**config.mk**
```make
export PLATFORM = sky130hd
export DESIGN_NAME = slp_ctrl
export DESIGN_NICKNAME = d
export VERILOG_FILES = /design/src/logic/slp_pkg.sv /design/src/logic/slp_ctrl.sv
export SDC_FILE = /design/constraint.sdc
export NUM_CORES = 1
export LEC_CHECK = 0
export BUFFER_PORTS_ARGS = -buffer_cell sky130_fd_sc_hd__buf_2
export CAP_MARGIN = 15
export CORE_AREA = 10 10 47 49
export CTS_CLUSTER_SIZE = 8
export DETAILED_ROUTE_END_ITERATION = 16
export DIE_AREA = 0 0 57 59
export PLACE_DENSITY = 0.74
export SETUP_SLACK_MARGIN = 0.3
export SLEW_MARGIN = 20
export SYNTH_ARGS = -nofsm -noshare
export SYNTH_HDL_FRONTEND = slang
export SYNTH_SLANG_ARGS = --single-unit
```
**constraint.sdc**
```tcl
create_clock -name i_clock -period 3.15 [get_ports i_clock]
set_input_delay 0.1575 -clock i_clock [delete_from_list [all_inputs] [get_ports i_clock]]
set_output_delay 0.1575 -clock i_clock [all_outputs]
set_load 0.005 [all_outputs]
```
**src/logic/slp_pkg.sv**
```systemverilog
// package for the sleep mode clock gating block
package slp_pkg;

  // ==========================================================
  // mode encodings (3-bit field)
  localparam logic [2:0] MODE_IDLE    = 3'h0;
  localparam logic [2:0] MODE_PWRDOWN = 3'h2;
  localparam logic [2:0] MODE_PWRSAVE = 3'h3;
  localparam logic [2:0] MODE_STANDBY = 3'h6;
  localparam logic [2:0] MODE_EXTSTBY = 3'h7;

  // ==========================================================
  // controller states, gray along run -> sleep -> wake
  typedef enum logic [1:0] {
    ST_RUN   = 2'h0,
    ST_SLEEP = 2'h1,
    ST_WAKE  = 2'h3
  } slp_state_t;

  // ==========================================================
  // clock enables per domain
  typedef struct packed {
    logic cpu;
    logic sram;
    logic timer;
    logic spi;
    logic irq;
    logic main_osc;
    logic async_osc;
  } slp_gate_t;

  localparam slp_gate_t GATE_ALL_ON = 7'h7F;

endpackage : slp_pkg

```
**src/logic/slp_ctrl.sv**
```systemverilog
// sleep controller: mode select, sleep entry, wake and domain gating
// Function
// five selectable sleep modes, each with its own gating applied on entry
// idle stops cpu clock only; sram, timers, spi, interrupts keep running
// power-down stops oscillator and all functions until interrupt or reset
// power-save keeps asynchronous timer clocked, everything else asleep
// standby keeps main oscillator running for fast wake, rest stopped
// extended standby keeps main oscillator and asynchronous timer running
// 3-bit mode field and enable bit; sleep only on instruction with enable
`timescale 1ns/1ps

module slp_ctrl (
  input  wire logic             i_clock,
  input  wire logic             i_rst_n,
  input  wire logic             i_cfg_we,
  input  wire logic [2:0]       i_cfg_mode,
  input  wire logic             i_cfg_enable,
  input  wire logic             i_sleep_instr,
  input  wire logic             i_irq_pending,
  output logic [2:0]            o_mode,
  output logic                  o_enable,
  output logic                  o_asleep,
  output logic                  o_wake,
  output slp_pkg::slp_gate_t    o_gate
);

  // ==========================================================
  // configuration
  logic [2:0] mode_q;
  logic [2:0] mode_d;
  logic       en_q;
  logic       en_d;

  // mode field store
  always_comb
  begin
    mode_d = mode_q;
    en_d   = en_q;
    if (i_cfg_we)
    begin
      mode_d = i_cfg_mode;
      en_d   = i_cfg_enable;
    end
  end

  always_ff @(posedge i_clock or negedge i_rst_n)
  begin
    if (!i_rst_n)
    begin
      mode_q <= slp_pkg::MODE_IDLE;
      en_q   <= 1'b0;
    end
    else
    begin
      mode_q <= mode_d;
      en_q   <= en_d;
    end
  end

  // ==========================================================
  // sleep state machine
  slp_pkg::slp_state_t state_q;
  slp_pkg::slp_state_t state_d;
  logic [2:0]          act_q;
  logic [2:0]          act_d;
  logic                enter;

  // enter only with enable set
  assign enter = i_sleep_instr && en_q;

  always_comb
  begin
    state_d = state_q;
    act_d   = act_q;
    case (state_q)
      slp_pkg::ST_RUN:
      begin
        if (enter)
        begin
          state_d = slp_pkg::ST_SLEEP;
          act_d   = mode_q;
        end
      end
      // hold until interrupt
      slp_pkg::ST_SLEEP:
      begin
        if (i_irq_pending)
          state_d = slp_pkg::ST_WAKE;
      end
      slp_pkg::ST_WAKE:
        state_d = slp_pkg::ST_RUN;
      default:
        state_d = slp_pkg::ST_RUN;
    endcase
  end

  // hardware reset leaves sleep through the async clear
  always_ff @(posedge i_clock or negedge i_rst_n)
  begin
    if (!i_rst_n)
    begin
      state_q <= slp_pkg::ST_RUN;
      act_q   <= slp_pkg::MODE_IDLE;
    end
    else
    begin
      state_q <= state_d;
      act_q   <= act_d;
    end
  end

  // ==========================================================
  // domain gating
  slp_pkg::slp_gate_t gate_d;
  slp_pkg::slp_gate_t gate_q;

  // per-mode gating table
  always_comb
  begin
    gate_d = slp_pkg::GATE_ALL_ON;
    if (state_d == slp_pkg::ST_SLEEP)
    begin
      gate_d = '0;
      case (act_d)
        // idle keeps peripherals
        slp_pkg::MODE_IDLE:
        begin
          gate_d.sram      = 1'b1;
          gate_d.timer     = 1'b1;
          gate_d.spi       = 1'b1;
          gate_d.irq       = 1'b1;
          gate_d.main_osc  = 1'b1;
          gate_d.async_osc = 1'b1;
        end
        // everything stopped
        slp_pkg::MODE_PWRDOWN:
          gate_d = '0;
        // async timer only
        slp_pkg::MODE_PWRSAVE:
          gate_d.async_osc = 1'b1;
        // main oscillator only
        slp_pkg::MODE_STANDBY:
          gate_d.main_osc = 1'b1;
        // both oscillators
        slp_pkg::MODE_EXTSTBY:
        begin
          gate_d.main_osc  = 1'b1;
          gate_d.async_osc = 1'b1;
        end
        // reserved codes behave as power-down, the safest choice
        default:
          gate_d = '0;
      endcase
    end
  end

  always_ff @(posedge i_clock or negedge i_rst_n)
  begin
    if (!i_rst_n)
      gate_q <= slp_pkg::GATE_ALL_ON;
    else
      gate_q <= gate_d;
  end

  assign o_gate   = gate_q;
  assign o_mode   = mode_q;
  assign o_enable = en_q;
  assign o_asleep = (state_q == slp_pkg::ST_SLEEP);
  assign o_wake   = (state_q == slp_pkg::ST_WAKE);

  // ==========================================================
  // checks

  chk_enter_gated: assert property (
    @(posedge i_clock) disable iff (!i_rst_n)
    (state_q == slp_pkg::ST_RUN && i_sleep_instr && !en_q) |=> !o_asleep)
    else $error("sleep entered without enable");

  chk_enter_taken: assert property (
    @(posedge i_clock) disable iff (!i_rst_n)
    (state_q == slp_pkg::ST_RUN && i_sleep_instr && en_q) |=> o_asleep && !o_gate.cpu)
    else $error("sleep not entered");

  chk_idle_gating: assert property (
    @(posedge i_clock) disable iff (!i_rst_n)
    (o_asleep && act_q == slp_pkg::MODE_IDLE) |->
      !o_gate.cpu && o_gate.sram && o_gate.timer && o_gate.spi && o_gate.irq)
    else $error("idle gating wrong");

  chk_pdown_gating: assert property (
    @(posedge i_clock) disable iff (!i_rst_n)
    (o_asleep && act_q == slp_pkg::MODE_PWRDOWN) |-> o_gate == '0)
    else $error("power-down gating wrong");

  chk_pdown_hold: assert property (
    @(posedge i_clock) disable iff (!i_rst_n)
    (o_asleep && !i_irq_pending) |=> o_asleep)
    else $error("left sleep without interrupt");

  chk_wake_path: assert property (
    @(posedge i_clock) disable iff (!i_rst_n)
    (o_asleep && i_irq_pending) |=> o_wake ##1 (o_gate == slp_pkg::GATE_ALL_ON))
    else $error("wake sequence wrong");

  chk_wake_refuse: assert property (
    @(posedge i_clock) disable iff (!i_rst_n)
    (o_wake && i_sleep_instr) |=> !o_asleep)
    else $error("sleep taken during wake");

  chk_psave_gating: assert property (
    @(posedge i_clock) disable iff (!i_rst_n)
    (o_asleep && act_q == slp_pkg::MODE_PWRSAVE) |-> o_gate.async_osc && !o_gate.main_osc)
    else $error("power-save gating wrong");

  chk_stby_gating: assert property (
    @(posedge i_clock) disable iff (!i_rst_n)
    (o_asleep && act_q == slp_pkg::MODE_STANDBY) |-> o_gate.main_osc && !o_gate.async_osc)
    else $error("standby gating wrong");

  chk_extstby_gating: assert property (
    @(posedge i_clock) disable iff (!i_rst_n)
    (o_asleep && act_q == slp_pkg::MODE_EXTSTBY) |->
      o_gate.main_osc && o_gate.async_osc && !o_gate.timer)
    else $error("extended standby gating wrong");

endmodule : slp_ctrl

```
==> metrics.md, run 1 <==
| Metric | Value |
|---|---|
| Result of the run | completed |
| Worst Hold Path EP | state_q[1]$_DFF_PN0_ |
| DR vias/cell | 4.99 |
| Height of the chip | 59 um |
| # nets final | 84 |
| Area of the core | 1400 um^2 |
| Critical path arrival | 1020 ps |
| Max capacitance violation total | 0 |
| Clk sink count | 13 |
| Final critical-path required period | 1180 ps |
| Highest Clock Rate | 847 MHz |
| Mapped Nets | 60 |
| Total design power | 0.589 mW |
| Total length of routed wires | 1220 um |
| Buffers from clock root to sink, at most | 2 |
| Total setup violations reported at the end of the flow | 0 |
| Gp weighted congestion | 0.802 |
| Cell count after placement | 85 |
| Count of cells along the worst hold path | 2 |
| # DRC | 0 |
| Resize count post-CTS | 0 |
| Worst IR drop on VDD | 0.000375 V |
| Crit-path max FO | 7 |
| Number of global-route vias before repair | 459 |
| Final ANT Viol Nets | 0 |
| Hpwl dp | 971 um |
| Share of the yosys chip area belonging to registers | 55.2% |
| Post-route setup TNS | 0 ps |
| Starting Density | 42.7% |
| Setup bufs post-CTS | 0 |
| Cell types occupying the most area after synthesis | sky130_fd_sc_hd__dfrtp_1 (38%), sky130_fd_sc_hd__dfstp_2 (18%), sky130_fd_sc_hd__mux2_2 (7.5%), sky130_fd_sc_hd__nand2_1 (6.9%), sky130_fd_sc_hd__nand4bb_4 (4.6%) |
| Critical setup path kind | reg -> out |
| Clock latency at the later pin of the worst-skew pair | 280 ps |
| Worst setup slack for register-to-register paths | 1990 ps |
| Floorplan die area | 3360 um^2 |
| Worst-margin pin slew | 448 ps |
| Number of antenna diodes | 0 |
| Post-route cell area | 737 um^2 |
| Quantity of I/O buffers inserted on ports | 21 |
| Avg WL per Cell | 13.6 um |
| Cell Area, Placed | 701 um^2 |
| Origin of the critical flop-to-flop path | state_q[0]$_DFF_PN0_ |
| Clock slew seen by the registers of the worst setup and hold paths | 80 ps |
| Setup repair after global routing missed its margin | false |
| Cell area after synthesis | 598 um^2 |
| Relative slew margins | 69.9% |
| Hold Violations, Final | 0 |
| Critical path capture point type | output pin |
| Worst setup margin | 1970 ps |
| Worst Skew | 10.2 ps |
| Reg2Reg Depth | 3 |
| IO Count | 22 |
| # rows | 14 |
| Wire length of the first global-routing pass | 2080 um |
| Power density cells | 800 nW/um^2 |
| Largest net degree at the start of global routing | 14 |
| Cells after synthesis | 51 |
| Total vias in the final route | 449 |
| Critical path data required time | 2990 ps |
| Chip width | 57 um |
| Class of the tightest hold or removal check | in -> reg |
| Number of DRC markers after the initial detailed-route iteration | 10 |
| Number of warnings issued by yosys | 0 |
| Type of element launching the critical path | flip-flop |
| CTS root buffer | sky130_fd_sc_hd__clkbuf_4 |
| Number of levels in the clock H-tree | 1 |
| Clock tree from TritonCTS | done |
| Leak | 0.331 nW |
| CTS hold repair buffers | 1 |
| Slew Viols, Final | 0 |
| Yosys cell types | 19 |
| Area Overhead vs Synth | 23.2% |
| Share of cells above drive strength 1 | 48.6% |
| Inserted Clock Buffers | 3 |
| Number of synthesized register bits | 13 |
| Share of the synthesized area in the top cell type | 37.7% |
| R2R Path End | o_gate[0]$_DFF_PN1_ |
| Post-layout instance count excluding filler cells | 90 |
| Overall fraction of global-route tracks in use | 7.93% |
| Worst slack at placement | 2010 ps |
| Min-Delay Startpoint | i_irq_pending |
| Final worst path period share | 37.5% |
| Cell type contributing the most total cell area after synthesis | sky130_fd_sc_hd__dfrtp_1 |
| Antenna violations before repair | 0 |
| Avg Inst Size Synth | 11.7 um^2 |
| Pre-antenna DRT Iters | 3 |
| GRT Residual Overflow | 0 |
worst max-delay path, cell delays in order, from the launching register on:
cell and delay [ps]:
sky130_fd_sc_hd__dfrtp_1 430, sky130_fd_sc_hd__nor2b_1 180, sky130_fd_sc_hd__buf_2 130
synth_stat cells:
library cell,count
sky130_fd_sc_hd__nor2_1,1
sky130_fd_sc_hd__nand3b_1,1
sky130_fd_sc_hd__nand2_1,11
sky130_fd_sc_hd__buf_4,3
sky130_fd_sc_hd__nand3_1,1
sky130_fd_sc_hd__nor2b_1,1
sky130_fd_sc_hd__mux2_2,4
sky130_fd_sc_hd__nand2b_1,1
sky130_fd_sc_hd__and4bb_4,1
sky130_fd_sc_hd__a211oi_1,2
sky130_fd_sc_hd__and2_1,2
sky130_fd_sc_hd__dfstp_2,4
sky130_fd_sc_hd__dfrtp_1,9
sky130_fd_sc_hd__nand4bb_4,1
sky130_fd_sc_hd__nor3_1,2
sky130_fd_sc_hd__inv_1,1
sky130_fd_sc_hd__o21ai_1,2
sky130_fd_sc_hd__a21oi_1,2
sky130_fd_sc_hd__a211oi_2,2
report_power, final:
part           internal [mW]  leakage (nW)  switching, mW
logic                  0.109         0.165         0.0897
registers              0.238         0.151         0.0501
clock network         0.0490        0.0150         0.0534
per-stage QoR:
| step | util, % | hold slack (ps) |
|---|---|---|
| floorplan | - | -138 |
| global route | 52.6 | 98.9 |
| CTS | 52.6 | 105 |
| detailed placement | 50.0 | 55.8 |
| global placement | 50.0 | 50.5 |
| finish | 52.6 | 105 |
kinds of logic after synthesis:
kind of cell    Yosys count  share of synthesized area [%]
compound gates            8                           10.0
buf+inv                   4                           4.39
flops                    13                           55.2
mux                       4                           7.53
simple gates             22                           22.8
per-layer routing:
| metal | up-vias | wire length [um] | part of all wire [%] | GRT usage, % |
|---|---|---|---|---|
| met5 | - | 0 | 0 | 0 |
| met3 | 4 | 138 | 11 | 4.94 |
| met4 | 0 | 33 | 2.7 | 5.03 |
| met1 | 203 | 491 | 40 | 8.51 |
| li1 | 222 | - | - | - |
| met2 | 20 | 560 | 46 | 11.5 |
layout by cell type (no fill, tap or decap):
| cell type | count |
|---|---|
| sky130_fd_sc_hd__o21ai_1 | 2 |
| sky130_fd_sc_hd__inv_1 | 1 |
| sky130_fd_sc_hd__mux2_2 | 4 |
| sky130_fd_sc_hd__a211oi_1 | 2 |
| sky130_fd_sc_hd__nand3b_1 | 1 |
| sky130_fd_sc_hd__nand4bb_4 | 1 |
| sky130_fd_sc_hd__clkbuf_1 | 1 |
| sky130_fd_sc_hd__clkbuf_4 | 3 |
| sky130_fd_sc_hd__nand3_1 | 1 |
| sky130_fd_sc_hd__dfstp_2 | 4 |
| sky130_fd_sc_hd__dfrtp_1 | 9 |
| sky130_fd_sc_hd__a21oi_1 | 2 |
| sky130_fd_sc_hd__and2_1 | 2 |
| sky130_fd_sc_hd__and4bb_4 | 1 |
| sky130_fd_sc_hd__nor2_1 | 1 |
| sky130_fd_sc_hd__dlygate4sd3_1 | 1 |
| sky130_fd_sc_hd__nor3_1 | 2 |
| sky130_fd_sc_hd__nor2b_1 | 1 |
| sky130_fd_sc_hd__nand2_1 | 11 |
| sky130_fd_sc_hd__nand2b_1 | 1 |
| sky130_fd_sc_hd__buf_2 | 21 |
| sky130_fd_sc_hd__a211oi_2 | 2 |
sequential cells by signal (all words and copies together) (netlist names):
register,flops
o_enable,1
state_q,2
act_q,3
o_gate,4
o_mode,3
area by class of cell:
cell class	count	area (um^2)
Inverter	1	3.75
Multi-Input combinational cell	34	241
Clock buffer	4	26.3
Fill cell	128	664
Tap cell	16	20.0
Sequential cell	13	330
Timing Repair Buffer	22	115
how the worst max path moves through the flow:
stage / startpoint / endpoint / cells after the start
after floorplan: state_q[0]$_DFF_PN0_ / o_gate[0]$_DFF_PN1_ / 3
after global placement: state_q[0]$_DFF_PN0_ / o_gate[0]$_DFF_PN1_ / 3
after detailed placement: state_q[0]$_DFF_PN0_ / o_gate[0]$_DFF_PN1_ / 3
after CTS: state_q[0]$_DFF_PN0_ / o_asleep / 2
after global routing: state_q[0]$_DFF_PN0_ / o_asleep / 2
final: state_q[0]$_DFF_PN0_ / o_asleep / 2
(Power assumes the default switching activity.)
==> run 2: changes to the inputs <==
- CORE_AREA: 10 10 47 49 -> not set
- CORE_MARGIN: not set -> 10
- CORE_UTILIZATION: not set -> 41
- DIE_AREA: 0 0 57 59 -> not set
- PLACE_DENSITY: 0.74 -> 0.71
- clock period: 3.15 -> 1 ns (I/O delays scaled with it)
==> run 2 against run 1 <==
  * The run now ends with setup timing left
  * Largest power group is now combinational cells
  * Sequential power rose to 3.2 times the previous value
  * Largest cell class unchanged
  * Clock power rose to 3.2 times the previous value
  * Critical path type unchanged
  * Flip-flop and latch count did not move
  * Clock-buffer cell count fell by 1
==> metrics.md, run 2 (synthesized netlist as in run 1, its figures left out) <==
| Metric | Value |
|---|---|
| Minimum hold slack | 3.62 ps |
| Critical path capture point type | output pin |
| Post-route cell area | 993 um^2 |
| Worst Skew | 6.86 ps |
| Post-route setup TNS | -896 ps |
| Commonest non-fill, non-tap cell in the layout | sky130_fd_sc_hd__buf_6 |
| Crit-path max FO | 4 |
| Clock slew seen by the registers of the worst setup and hold paths | 90 ps |
| Overall fraction of global-route tracks in use | 9.49% |
| # rows | 13 |
| # DRC | 0 |
| DR vias/cell | 5.10 |
| Gp weighted congestion | 0.797 |
| CTS root buffer | sky130_fd_sc_hd__clkbuf_4 |
| Pre-antenna DRT Iters | 4 |
| Area of the core | 1330 um^2 |
| Hpwl dp | 1110 um |
| Max reg flops | 4 |
| Wire length of the first global-routing pass | 2550 um |
| IO Count | 22 |
| Chip width | 58.2 um |
| Setup repair after global routing missed its margin | true |
| Finished Core Util | 74.5% |
| Power density cells | 2530 nW/um^2 |
| Number of global-route vias before repair | 569 |
| Inserted Clock Buffers | 3 |
| Total length of routed wires | 1610 um |
| Leak | 0.467 nW |
| Count of cells along the worst hold path | 2 |
| Clock latency at the later pin of the worst-skew pair | 270 ps |
| Share of cells above drive strength 1 | 70.5% |
| Most frequent cells in the layout | sky130_fd_sc_hd__buf_6 (19), sky130_fd_sc_hd__nand2_1 (10), sky130_fd_sc_hd__buf_2 (10) |
| Critical path data required time | 950 ps |
| Number of antenna diodes | 0 |
| Number of DRC markers after the initial detailed-route iteration | 7 |
| Final critical-path required period | 1150 ps |
| # nets final | 98 |
| Class of the tightest hold or removal check | in -> reg |
| Hold Violations, Final | 0 |
| Violated checks | setup timing |
| Reg2Reg Depth | 4 |
| Relative slew margins | 80.6% |
| Total setup violations reported at the end of the flow | 14 |
| Critical setup path kind | reg -> out |
| Antenna violations before repair | 0 |
| Result of the run | finished, violations left |
| Buffers from clock root to sink, at most | 2 |
| Critical path arrival | 1100 ps |
| Max capacitance violation total | 0 |
| Clock tree from TritonCTS | done |
| Cell Area, Placed | 778 um^2 |
| Clk sink count | 13 |
| Final worst path period share | 115% |
| Height of the chip | 58.2 um |
| Slew Viols, Final | 0 |
| Total vias in the final route | 525 |
| Starting Density | 44.8% |
| CTS hold repair buffers | 1 |
| Area Overhead vs Synth | 66.1% |
| Fill cells | 88 |
| Worst IR drop on VDD | 0.00130 V |
| Quantity of I/O buffers inserted on ports | 21 |
| Largest net degree at the start of global routing | 14 |
| Type of element launching the critical path | flip-flop |
| Floorplan die area | 3390 um^2 |
| Total design power | 2.51 mW |
| Highest Clock Rate | 869 MHz |
| GRT Residual Overflow | 0 |
| Final ANT Viol Nets | 0 |
| Number of levels in the clock H-tree | 1 |
| Avg WL per Cell | 15.6 um |
| Worst setup margin | -150 ps |
| Worst-margin pin slew | 291 ps |
==> run 2: cell types whose count changed in the layout (fill, tap and decap cells not counted), moves of 3 or more <==
cell,before,now
sky130_fd_sc_hd__buf_2,21,10
sky130_fd_sc_hd__mux2_4,0,3
sky130_fd_sc_hd__mux2_2,4,1
sky130_fd_sc_hd__buf_6,0,19
sky130_fd_sc_hd__buf_4,0,6
==> run 2: worst paths after layout <==
check	startpoint	to	slack [ps]
setup reg to reg	state_q[0]$_DFF_PN0_	o_gate[1]$_DFF_PN1_	-140
min in group asynchronous	i_rst_n	o_enable$_DFFE_PN0P_	190
max in group asynchronous	i_rst_n	o_gate[0]$_DFF_PN1_	530
hold / removal	i_cfg_enable	o_enable$_DFFE_PN0P_	4
setup / recovery	state_q[0]$_DFF_PN0_	o_asleep	-150
hold reg to reg	act_q[0]$_DFF_PN0_	o_gate[2]$_DFF_PN1_	550
==> run 2: critical path, cell delays in order (launching register included) <==
cell	delay [ps]
sky130_fd_sc_hd__dfrtp_1	410
sky130_fd_sc_hd__buf_6	130
sky130_fd_sc_hd__nor2b_4	150
sky130_fd_sc_hd__buf_2	130
==> run 2: repair_timing <==
action	CTS	global route
pin swaps	5	2
setup buffers	5	2
resized for setup	14	12
endpoints found under the hold margin	14	1
endpoints found under the setup margin	26	26
==> run 2: routing by layer <==
metal	wire length, um	part of all wire, %	global-route usage [%]
met5	0	0	0
met4	25	1.6	4.03
met3	106	6.6	5.23
met2	847	53	16.4
met1	629	39	9.07
==> run 2: layout make-up <==
type / count / area (um^2) / share of cell area, %
flip-flops and latches: 13 / 333 / 33.5
multi-input cells: 34 / 292 / 29.3
clock inverters: 1 / 5.00 / 0.504
repair buffers: 36 / 319 / 32.1
clock buffers: 3 / 22.5 / 2.27
inverters: 1 / 3.75 / 0.378
well taps: 15 / 18.8 / 1.89
==> run 2: report_power, final <==
group	internal [mW]	switching, mW	total [mW]
combinational	0.818	0.444	1.26
sequential	0.754	0.172	0.926
clock	0.148	0.176	0.324
==> run 2: through the flow <==
step,cells,setup slack (ps)
global placement,91,-52.2
global route,103,-183
detailed placement,91,-54.3
finish,103,-150
floorplan,51,-4.40
CTS,101,-137
==> run 3: changes to the inputs <==
- CORE_UTILIZATION: 41 -> 44
- CTS_BUF_LIST: not set -> sky130_fd_sc_hd__clkbuf_8
- PLACE_DENSITY: 0.71 -> 0.75
==> run 3 against run 2 <==
  * Non-clock buffer count unchanged
  * Critical endpoint unchanged
  * Wire length rose by 2.6%
  * Sequential share of layout area is 0.46 points lower
  * Die area is 4.5% lower
  * Highest routed layer unchanged
  * The run still ends with setup timing left
  * Largest cell class unchanged
  * Clock-buffer cell count did not move
==> metrics.md, run 3 (synthesized netlist as in run 1, its figures left out) <==
| Metric | Value |
|---|---|
| Relative slew margins | 80.2% |
| Height of the chip | 56.9 um |
| DR vias/cell | 5.10 |
| Leak | 0.475 nW |
| Fill cells | 75 |
| Number of antenna diodes | 0 |
| Result of the run | finished, violations left |
| Total design power | 2.58 mW |
| Total setup violations reported at the end of the flow | 5 |
| Area of the core | 1280 um^2 |
| Final critical-path required period | 1100 ps |
| Critical setup path kind | reg -> out |
| Class of the tightest hold or removal check | in -> reg |
| Critical path data required time | 950 ps |
| Clock slew seen by the registers of the worst setup and hold paths | 60 ps |
| Most frequent cells in the layout | sky130_fd_sc_hd__buf_6 (16), sky130_fd_sc_hd__buf_2 (12), sky130_fd_sc_hd__nand2_1 (11) |
| Worst setup margin | -102 ps |
| Post-route cell area | 1010 um^2 |
| Largest net degree at the start of global routing | 14 |
| Crit-path max FO | 6 |
| Worst setup endpoint | o_asleep |
| Max capacitance violation total | 0 |
| Total vias in the final route | 525 |
| Total length of routed wires | 1650 um |
| # nets final | 98 |
| Share of cells above drive strength 1 | 70.5% |
| Clock tree from TritonCTS | done |
| Floorplan die area | 3230 um^2 |
| Critical path capture point type | output pin |
| Quantity of I/O buffers inserted on ports | 21 |
| Area Overhead vs Synth | 69.0% |
| Clk sink count | 13 |
| Clock latency at the later pin of the worst-skew pair | 240 ps |
| GRT Residual Overflow | 0 |
| Number of DRC markers after the initial detailed-route iteration | 11 |
| Number of global-route vias before repair | 559 |
| Reg2Reg Depth | 3 |
| Slew Viols, Final | 0 |
| Final worst path period share | 110% |
| Combinational Power Share | 46.3% |
| Hold Violations, Final | 0 |
| Flop pwr share | 36.4% |
| Number of levels in the clock H-tree | 1 |
| Worst setup slack for register-to-register paths | -90 ps |
| Relative contribution of the clock network to total power | 17.3% |
| Antenna violations before repair | 0 |
| IO Count | 22 |
| Max reg flops | 4 |
| Pre-antenna DRT Iters | 4 |
| Inserted Clock Buffers | 3 |
| CTS root buffer | sky130_fd_sc_hd__clkbuf_8 |
| Worst IR drop on VDD | 0.00128 V |
| Net Sw Power | 0.798 mW |
| Type of element launching the critical path | flip-flop |
| Origin of the critical flop-to-flop path | state_q[0]$_DFF_PN0_ |
| # DRC | 0 |
| # rows | 13 |
| Critical path arrival | 1050 ps |
| Worst-margin pin slew | 295 ps |
| Cell Area, Placed | 778 um^2 |
| Avg WL per Cell | 16.0 um |
| Crit. Startpoint | state_q[0]$_DFF_PN0_ |
| Starting Density | 46.5% |
| Hpwl dp | 1030 um |
| Wire length of the first global-routing pass | 2690 um |
| Internal power | 1.79 mW |
| Final ANT Viol Nets | 0 |
| R2R Path End | o_gate[1]$_DFF_PN1_ |
| Chip width | 56.9 um |
| Highest Clock Rate | 907 MHz |
| Setup repair after global routing missed its margin | true |
| Worst Skew | 4.66 ps |
| Switch share | 30.9% |
| Power density cells | 2560 nW/um^2 |
| Gp weighted congestion | 0.777 |
| Buffers from clock root to sink, at most | 2 |
| Overall fraction of global-route tracks in use | 10.2% |
| Commonest non-fill, non-tap cell in the layout | sky130_fd_sc_hd__buf_6 |
| Violated checks | setup timing |
==> run 3: cell type report <==
type                       instances  area [um^2]  area share [%]
sequential                        13          334            33.0
multi-input combinational         34          307            30.3
timing repair buffer              36          303            30.0
clock buffer                       3         41.3            4.08
tap                               15         18.8            1.86
clock inverter                     1         3.75           0.371
inverter                           1         3.75           0.371
==> run 3: through the flow <==
stage | setup WS [ps] | utilization (%) | cells | setup TNS (ps) | hold slack [ps]
after floorplan | -4.40 | - | 51 | -8.70 | -246
after global placement | -34.0 | 60.6 | 91 | -56.0 | -55.1
after detailed placement | -70.0 | 60.6 | 91 | -168 | -52.0
after CTS | -85.6 | 72.8 | 99 | -302 | 37.4
after global routing | -147 | 78.7 | 103 | -729 | 37.9
final | -102 | 78.7 | 103 | -365 | 39.3
==> run 3: how the worst min path moves through the flow <==
stage / startpoint / endpoint / slack [ps] / cells after the start
5_1_grt: i_cfg_mode[2] / o_mode[2]$_DFFE_PN0P_ / 40 / 2
6_report: i_cfg_mode[2] / o_mode[2]$_DFFE_PN0P_ / 40 / 2
4_1_cts: i_cfg_mode[2] / o_mode[2]$_DFFE_PN0P_ / 40 / 2
3_3_place_gp: i_rst_n / state_q[1]$_DFF_PN0_ / -60 / 1
2_1_floorplan: i_rst_n / act_q[0]$_DFF_PN0_ / -250 / 0
3_5_place_dp: i_rst_n / state_q[1]$_DFF_PN0_ / -50 / 1
==> run 3: power by group through the flow <==
stage          sequential, mW  clock [mW]  combinational (mW)
3_3_place_gp            0.887           0               0.814
2_1_floorplan           0.926           0               0.461
6_report                0.941       0.447                1.20
4_1_cts                 0.916       0.456                1.04
5_1_grt                 0.969       0.482                1.29
3_5_place_dp            0.902           0               0.818
==> run 3: critical path, cell delays in order (launching register included) <==
cell                      delay (ps)
sky130_fd_sc_hd__dfrtp_2         440
sky130_fd_sc_hd__buf_6           130
sky130_fd_sc_hd__nor2b_4         120
sky130_fd_sc_hd__buf_2           120
==> run 3: layer usage <==
layer | part of all wire (%) | vias up | global-route usage [%]
met4 | 0.61 | 0 | 4.03
li1 | - | 247 | -
met3 | 7.6 | 2 | 5.39
met2 | 51 | 24 | 16.5
met1 | 41 | 252 | 11.0
met5 | 0 | - | 0
==> run 3: repair_timing <==
action,in CTS,in global routing
setup buffers,3,4
hold buffers,1,0
endpoints found under the hold margin,13,0
pin swaps,4,2
endpoints found under the setup margin,26,26
resized for setup,17,10
